--- src/unbalance_map.svh ---
// register offsets, field positions, reset values and timing counts
`ifndef UNBALANCE_MAP_SVH
`define UNBALANCE_MAP_SVH

// register byte offsets
`define UNB_REG_CTRL 8'h00
`define UNB_REG_START_PCT 8'h04
`define UNB_REG_DELAY_MS 8'h08
`define UNB_REG_RATED 8'h0c
`define UNB_REG_STATUS 8'h10
`define UNB_REG_MAXMIN 8'h14
`define UNB_REG_EVCOUNT 8'h18

// control register fields
`define UNB_CTRL_OPERATION 0
`define UNB_CTRL_START_ONLY 1

// status register fields
`define UNB_ST_START 0
`define UNB_ST_TRIP 1
`define UNB_ST_UNBAL 2
`define UNB_ST_SUFF 3
`define UNB_ST_NOFAULT 4
`define UNB_ST_TIMING 5

// settings: reset values and ranges
`define UNB_OPERATION_RST 1'b0
`define UNB_START_ONLY_RST 1'b0
`define UNB_PCT_RST 16'h0032
`define UNB_PCT_MIN 16'h000a
`define UNB_PCT_MAX 16'h005a
`define UNB_DELAY_RST 16'h03e8
`define UNB_DELAY_MIN 16'h0064
`define UNB_DELAY_MAX 16'hea60
`define UNB_RATED_RST 16'h1000

// level limits as ratios: max*10 > rated, max*2 < rated*3
`define UNB_SUFF_MUL 32'h0000000a
`define UNB_FAULT_MUL_MAX 32'h00000002
`define UNB_FAULT_MUL_RATED 32'h00000003

// unbalance comparison: diff*100 > pct*max; release below 95 %
`define UNB_PCT_SCALE 32'h00000064
`define UNB_HYST_DIFF 32'h000007d0
`define UNB_HYST_PCT 32'h00000013

// timing
`define UNB_MS_NS 1000000
`define UNB_CLK_PERIOD_NS 4
`define UNB_CYCLES_PER_MS (`UNB_MS_NS / `UNB_CLK_PERIOD_NS)

`endif

--- src/unbalance_pkg.sv ---
// types of the current unbalance protection block
`include "unbalance_map.svh"
package unbalance_pkg;

    typedef logic [15:0] magnitude_type;

    typedef enum logic [1:0] {
        T_IDLE,
        T_TIMING,
        T_TRIPPED
    } timer_state_type;

    typedef struct packed {
        logic ack;
        logic [31:0] rdat;
        logic operation;
        logic start_only;
        logic [6:0] pct;
        logic [15:0] delay_ms;
        logic [15:0] rated;
        logic [15:0] imax;
        logic [15:0] imin;
        logic unbal;
        logic suff;
        logic nofault;
        timer_state_type tstate;
        logic [31:0] pre;
        logic [15:0] ms;
        logic start;
        logic trip;
        logic start_on;
        logic start_off;
        logic trip_on;
        logic trip_off;
        logic [15:0] start_count;
        logic [15:0] trip_count;
    } state_type;

endpackage
--- src/current_unbalance_protection.sv ---
// current unbalance protection: start and delayed trip with wishbone setup
//
// What this block does
// - unbalance flag when (max-min) as percent of max exceeds setting
// - sufficient-level flag only while max exceeds a tenth of rated
// - non-fault flag only while max stays below 1.5 times rated
// - start is all three flags gated by enable and blocking input
// - trip asserts after start condition persisted for the set delay
// - start-only setting, default false, suppresses trip but keeps start
// - start threshold 10 to 90 percent, step 1, default 50
// - trip delay 100 to 60000 ms, step 1 ms, default 1000
// - delay counted from onset of the faulty condition itself
// - blocking input suppresses both start and trip
// - general start output readable by software and logic
// - general trip output carries trip command downstream
// - event on every on and off transition of start and trip
// - operation off holds both outputs inactive
`timescale 1ns/1ps
`default_nettype none
`include "unbalance_map.svh"

module current_unbalance_protection #(
    parameter int unsigned CYCLES_PER_MS = `UNB_CYCLES_PER_MS
) (
    // clock and reset
    input wire logic clk_i,
    input wire logic rst_i,
    // wishbone slave
    input wire logic wb_cyc_i,
    input wire logic wb_stb_i,
    input wire logic wb_we_i,
    input wire logic [7:0] wb_adr_i,
    input wire logic [3:0] wb_sel_i,
    input wire logic [31:0] wb_dat_i,
    output logic [31:0] wb_dat_o,
    output logic wb_ack_o,
    // phase magnitudes from the upstream estimator
    input wire unbalance_pkg::magnitude_type phase_a_magnitude_i,
    input wire unbalance_pkg::magnitude_type phase_b_magnitude_i,
    input wire unbalance_pkg::magnitude_type phase_c_magnitude_i,
    // blocking input from user logic
    input wire logic unbalance_block_in_i,
    // general start and trip
    output logic unbalance_start_out_o,
    output logic unbalance_trip_out_o,
    // on and off events
    output logic start_on_o,
    output logic start_off_o,
    output logic trip_on_o,
    output logic trip_off_o
);
    import unbalance_pkg::*;

    state_type s_q;
    state_type s_d;

    function automatic logic [15:0] max3(input logic [15:0] a,
                                         input logic [15:0] b,
                                         input logic [15:0] c);
        logic [15:0] m;
        m = (a > b) ? a : b;
        return (m > c) ? m : c;
    endfunction

    function automatic logic [15:0] min3(input logic [15:0] a,
                                         input logic [15:0] b,
                                         input logic [15:0] c);
        logic [15:0] m;
        m = (a < b) ? a : b;
        return (m < c) ? m : c;
    endfunction

    // out-of-range writes land on the nearest limit rather than being lost
    function automatic logic [15:0] clamp(input logic [15:0] v,
                                          input logic [15:0] lo,
                                          input logic [15:0] hi);
        if (v < lo) begin
            return lo;
        end else if (v > hi) begin
            return hi;
        end
        return v;
    endfunction

    function automatic logic [31:0] merge(input logic [31:0] old,
                                          input logic [31:0] wd,
                                          input logic [3:0] sel);
        logic [31:0] r;
        r = old;
        for (int i = 0; i < 4; i++) begin
            if (sel[i]) begin
                r[i*8 +: 8] = wd[i*8 +: 8];
            end
        end
        return r;
    endfunction

    function automatic logic [31:0] wide(input logic [15:0] v);
        return {16'h0000, v};
    endfunction

    function automatic logic [31:0] pct_word(input logic [6:0] p);
        return {25'h0, p};
    endfunction

    // set on the plain threshold, hold down to 95 % of it so that noise
    // near the limit does not chatter the start
    function automatic logic unbal_eval(input logic held,
                                        input logic [31:0] diff,
                                        input logic [31:0] pct,
                                        input logic [31:0] mx);
        if (held) begin
            return (diff * `UNB_HYST_DIFF) >=
                   (pct * `UNB_HYST_PCT * mx);
        end
        return (diff * `UNB_PCT_SCALE) > (pct * mx);
    endfunction

    // every reset value in one place, so the register sees one write
    function automatic state_type reset_state();
        state_type r;
        r = '0;
        r.tstate = T_IDLE;
        r.operation = `UNB_OPERATION_RST;
        r.start_only = `UNB_START_ONLY_RST;
        r.pct = 7'(`UNB_PCT_RST);
        r.delay_ms = `UNB_DELAY_RST;
        r.rated = `UNB_RATED_RST;
        return r;
    endfunction

    logic [31:0] last_pre;
    assign last_pre = CYCLES_PER_MS - 32'h00000001;

    logic [15:0] cur_max;
    logic [15:0] cur_min;
    logic [31:0] diff_w;
    logic [31:0] max_w;
    logic [31:0] pct_w;
    logic [31:0] rated_w;
    logic cond;
    logic wr;
    logic req;
    logic [31:0] ctrl_rd;
    logic [31:0] status_rd;
    logic [31:0] wmerged;
    logic [15:0] ms_next;

    always_comb begin
        s_d = s_q;
        cur_max = max3(phase_a_magnitude_i, phase_b_magnitude_i,
                       phase_c_magnitude_i);
        cur_min = min3(phase_a_magnitude_i, phase_b_magnitude_i,
                       phase_c_magnitude_i);
        s_d.imax = cur_max;
        s_d.imin = cur_min;

        diff_w = wide(s_q.imax - s_q.imin);
        max_w = wide(s_q.imax);
        pct_w = pct_word(s_q.pct);
        rated_w = wide(s_q.rated);

        s_d.unbal = unbal_eval(s_q.unbal, diff_w, pct_w, max_w);
        s_d.suff = (max_w * `UNB_SUFF_MUL) > rated_w;
        s_d.nofault = (max_w * `UNB_FAULT_MUL_MAX) <
                      (rated_w * `UNB_FAULT_MUL_RATED);

        cond = s_q.operation && !unbalance_block_in_i && s_q.unbal &&
               s_q.suff && s_q.nofault;
        s_d.start = cond;

        // timer starts in the cycle the condition appears, not after start
        ms_next = s_q.ms + 16'h0001;
        case (s_q.tstate)
            T_IDLE: begin
                s_d.pre = 32'h00000000;
                s_d.ms = 16'h0000;
                if (cond) begin
                    s_d.tstate = T_TIMING;
                end
            end
            T_TIMING: begin
                if (!cond) begin
                    s_d.tstate = T_IDLE;
                end else if (s_q.pre >= last_pre) begin
                    s_d.pre = 32'h00000000;
                    s_d.ms = ms_next;
                    if (ms_next >= s_q.delay_ms) begin
                        s_d.tstate = T_TRIPPED;
                    end
                end else begin
                    s_d.pre = s_q.pre + 32'h00000001;
                end
            end
            T_TRIPPED: begin
                if (!cond) begin
                    s_d.tstate = T_IDLE;
                end
            end
            default: begin
                s_d.tstate = T_IDLE;
            end
        endcase
        s_d.trip = cond && (s_d.tstate == T_TRIPPED) &&
                   !s_q.start_only;

        s_d.start_on = s_d.start && !s_q.start;
        s_d.start_off = !s_d.start && s_q.start;
        s_d.trip_on = s_d.trip && !s_q.trip;
        s_d.trip_off = !s_d.trip && s_q.trip;
        if (s_d.start_on) begin
            s_d.start_count = s_q.start_count + 16'h0001;
        end
        if (s_d.trip_on) begin
            s_d.trip_count = s_q.trip_count + 16'h0001;
        end

        // bus: answer one cycle after the request, commit at the ack edge
        req = wb_cyc_i && wb_stb_i && !s_q.ack;
        wr = wb_cyc_i && wb_stb_i && wb_we_i && s_q.ack;
        s_d.ack = req;

        ctrl_rd = 32'h00000000;
        ctrl_rd[`UNB_CTRL_OPERATION] = s_q.operation;
        ctrl_rd[`UNB_CTRL_START_ONLY] = s_q.start_only;
        status_rd = 32'h00000000;
        status_rd[`UNB_ST_START] = s_q.start;
        status_rd[`UNB_ST_TRIP] = s_q.trip;
        status_rd[`UNB_ST_UNBAL] = s_q.unbal;
        status_rd[`UNB_ST_SUFF] = s_q.suff;
        status_rd[`UNB_ST_NOFAULT] = s_q.nofault;
        status_rd[`UNB_ST_TIMING] = (s_q.tstate == T_TIMING);

        s_d.rdat = 32'h00000000;
        if (req && !wb_we_i) begin
            case (wb_adr_i)
                `UNB_REG_CTRL: s_d.rdat = ctrl_rd;
                `UNB_REG_START_PCT: s_d.rdat = pct_word(s_q.pct);
                `UNB_REG_DELAY_MS: s_d.rdat = wide(s_q.delay_ms);
                `UNB_REG_RATED: s_d.rdat = wide(s_q.rated);
                `UNB_REG_STATUS: s_d.rdat = status_rd;
                `UNB_REG_MAXMIN: s_d.rdat = {s_q.imax, s_q.imin};
                `UNB_REG_EVCOUNT: s_d.rdat = {s_q.trip_count, s_q.start_count};
                default: s_d.rdat = 32'h00000000;
            endcase
        end

        wmerged = 32'h00000000;
        if (wr) begin
            case (wb_adr_i)
                `UNB_REG_CTRL: begin
                    wmerged = merge(ctrl_rd, wb_dat_i, wb_sel_i);
                    s_d.operation = wmerged[`UNB_CTRL_OPERATION];
                    s_d.start_only = wmerged[`UNB_CTRL_START_ONLY];
                end
                `UNB_REG_START_PCT: begin
                    wmerged = merge(pct_word(s_q.pct), wb_dat_i, wb_sel_i);
                    s_d.pct = 7'(clamp(wmerged[15:0], `UNB_PCT_MIN,
                                       `UNB_PCT_MAX));
                end
                `UNB_REG_DELAY_MS: begin
                    wmerged = merge(wide(s_q.delay_ms), wb_dat_i, wb_sel_i);
                    s_d.delay_ms = clamp(wmerged[15:0], `UNB_DELAY_MIN,
                                         `UNB_DELAY_MAX);
                end
                `UNB_REG_RATED: begin
                    wmerged = merge(wide(s_q.rated), wb_dat_i, wb_sel_i);
                    s_d.rated = wmerged[15:0];
                end
                default: begin
                    wmerged = 32'h00000000;
                end
            endcase
        end
    end

    always_ff @(posedge clk_i) begin
        if (rst_i) begin
            s_q <= reset_state();
        end else begin
            s_q <= s_d;
        end
    end

    assign wb_ack_o = s_q.ack;
    assign wb_dat_o = s_q.rdat;
    assign unbalance_start_out_o = s_q.start;
    assign unbalance_trip_out_o = s_q.trip;
    assign start_on_o = s_q.start_on;
    assign start_off_o = s_q.start_off;
    assign trip_on_o = s_q.trip_on;
    assign trip_off_o = s_q.trip_off;

endmodule
`default_nettype wire

--- config.mk ---
export PLATFORM = sky130hd
export DESIGN_NAME = current_unbalance_protection
export DESIGN_NICKNAME = d
export VERILOG_FILES = /design/src/unbalance_pkg.sv /design/src/current_unbalance_protection.sv
export VERILOG_INCLUDE_DIRS = /design/src
export SDC_FILE = /design/constraint.sdc
export NUM_CORES = 2
export LEC_CHECK = 0
export ABC_AREA = 1
export ABC_CLOCK_PERIOD_IN_PS = 17400
export CAP_MARGIN = 20
export CORE_UTILIZATION = 50
export DETAILED_ROUTE_END_ITERATION = 6
export DONT_BUFFER_PORTS = 1
export GPL_TIMING_DRIVEN = 0
export PLACE_DENSITY = 0.71
export SYNTH_ARGS = -nofsm -noshare
export SYNTH_HDL_FRONTEND = slang
export SYNTH_SLANG_ARGS = --single-unit
--- constraint.sdc ---
create_clock -name clk_i -period 17.4 [get_ports clk_i]
set_clock_uncertainty 0.2 [all_clocks]
set_input_delay 5.22 -clock clk_i [delete_from_list [all_inputs] [get_ports clk_i]]
set_output_delay 5.22 -clock clk_i [all_outputs]
set_load 0.02 [all_outputs]
==> metrics.cfg <==
[sta]
rsz0062_at_grt=no
hold_viol=0
period_share_pct=52.8
setup_viol=0
worst_pin_slew_ps=1030
period_minus_slack_ps=9190
fin_setup_tns_ps=0
slew_viol_final=0
relSlewSlack_pct=31.0
max_freq_mhz=109

[layout]
layout_commonest_cell=inv_1
final_cell_mix=inv_1 (757), nand2_1 (723), ha_1 (414)
final_nets=4618
diodes=0
synthToLayoutAreaGrowth_pct=5.39
drive_gt1_share_pct=3.93
nFillCells=5389

[cts]
ctsLongestPathBuffers=2
holdBufCountCts=0
cts.sinks=197
cts_htree_levels=4
cts_setup_buffers=0
tritoncts=yes
cts_root_buf=clkbuf_16
cts_resized=0
cts_buffers=17
path_clk_slew_ps=80
insertion_delay_ps=460

[setup_path]
startpoint_type=register
cpMaxStageDelayCell=fa_1
cp.arrival_ps=9340
crit_path_end_kind=register
max_stage_delay_ps=570
ff2ff_path_depth=41
required_ps=17550
worstPathMaxFanout=10
critPathKind=reg2reg

[yosys]
yosys_warnings=0
ys_ff_latch=197
synth.avg_cell_area_um2=7.42
ys_seq_area_share_pct=14.0
ys_types=62
syn_nets=4598
synth_area_um2=28200
synth_edf_count=0
ys.flop_type=dfxtp_1
syn_inst=3806
ys_async_sr_fraction_pct=0

[hold_path]
min_path_type=reg2reg
hold_depth=2

[floorplanning]
die_h_um=240
core_um2=55400
die-area_um2=57500
io_pins=137
die_w_um=240
initial_core_util_pct=51.0
rows=86

[placement]
gp_congestion=0.949
hpwl_um=65500
io_buffers=0

[drt]
firstDrtPassIters=6
ant_nets=0
wirelength_um=78100
drc=0
drt_iter0_drc=1745
vias_per_cell=5.37
wl_per_cell_um=17.0
vias=24600

[grt]
grt_pass1_vias=24100
grt-ovfl-total=0
grt_usage_pct=28.0
grt_pass1_wl_um=125000
grt_max_degree=21
antenna_found_initial=1

[job]
cap_violations=0

[outcome]
outcome=completed

-- worst max-delay path: cells and delay by family, from the launching register on --
family	cells	cell delay, ps
and+or+nand+nor	15	1520
adders and majority gates	10	4390
AOI/OAI and AO/OA	10	1540
DFF	1	350
xor gates and xnor gates	1	320
buffers and inverters	5	760
-- synthesized netlist by cell type, drive strengths merged, types with 17 or more instances --
| cell | number | area [um^2] |
|---|---|---|
| xor2 | 100 | 876 |
| nand4 | 43 | 269 |
| ha | 414 | 5180 |
| nor2 | 244 | 946 |
| nor3 | 60 | 320 |
| o21ai | 176 | 888 |
| nand2 | 729 | 2750 |
| inv | 789 | 2960 |
| clkbuf | 87 | 327 |
| buf | 50 | 333 |
| dfxtp | 197 | 3940 |
| a31oi | 17 | 106 |
| nor4 | 18 | 125 |
| o22ai | 33 | 206 |
| nand3 | 105 | 548 |
| a21oi | 308 | 1580 |
| xnor2 | 44 | 393 |
| fa | 280 | 5610 |
-- metal layers --
metal	GRT usage (%)	up-vias	share of wire, %
met1	35.9	11600	44
li1	-	12100	-
met3	3.54	151	6.1
met2	46.9	753	46
met4	12.2	0	4.3
met5	0	-	0
-- final timing paths --
kind / from / to / slack, ps
min: s_q[81]$_SDFFE_PP0P_ / s_q[81]$_SDFFE_PP0P_ / 240
min reg2reg: s_q[81]$_SDFFE_PP0P_ / s_q[81]$_SDFFE_PP0P_ / 240
max reg2reg: pct_w[1]$_SDFFE_PP1P_ / s_q[90]$_SDFF_PP0_ / 8210
max: pct_w[1]$_SDFFE_PP1P_ / s_q[90]$_SDFF_PP0_ / 8210
-- cell type report --
class,count,area (um^2),share of cell area (%)
buffer,137,659,2.21
clock buffer,17,425,1.43
clock inverter,15,155,0.521
inverter,795,2980,10.0
multi-input combinational,2677,20700,69.4
sequential,197,3940,13.2
tap,748,936,3.14
timing repair buffer,1,7.51,0.0252
-- stage by stage --
stage / std cells / cell area, um^2 / hold slack [ps] / utilization, % / worst slack [ps]
final: 4587 / 29800 / 239 / 53.7 / 8210
after global routing: 4587 / 29800 / 254 / 53.7 / 7420
after CTS: 4586 / 29800 / 241 / 53.7 / 8200
after detailed placement: 4554 / 29200 / 228 / 52.7 / 8210
after global placement: 4554 / 29200 / 227 / 52.7 / 8250
after floorplan: 3806 / 28200 / 219 / - / 9160
-- state kept, by name, indices dropped and copies added, names as in the netlist --
register	count
wb_ack_o	1
s_q	117
pct_w	7
rated_w	16
start_on_o	1
start_off_o	1
max_w	16
unbalance_start_out_o	1
unbalance_trip_out_o	1
trip_off_o	1
ctrl_rd	2
wb_dat_o	32
trip_on_o	1
-- logic make-up (layout without fill, tap and decap cells) --
logic type                 after synthesis  count (layout)  synth area share [%]
AOI/OAI and AO/OA                      621             621                  12.4
xor gates and xnor gates               144             144                  4.49
adders and majority gates              694             694                  38.2
buffers and inverters                  932             965                  12.9
DFF                                    197             197                  14.0
and+or+nand+nor                       1218            1218                  18.0
Power is left out: the tool's default activity adds up to more than one toggle a clock period on the data nets, which glitch-free logic cannot reach.
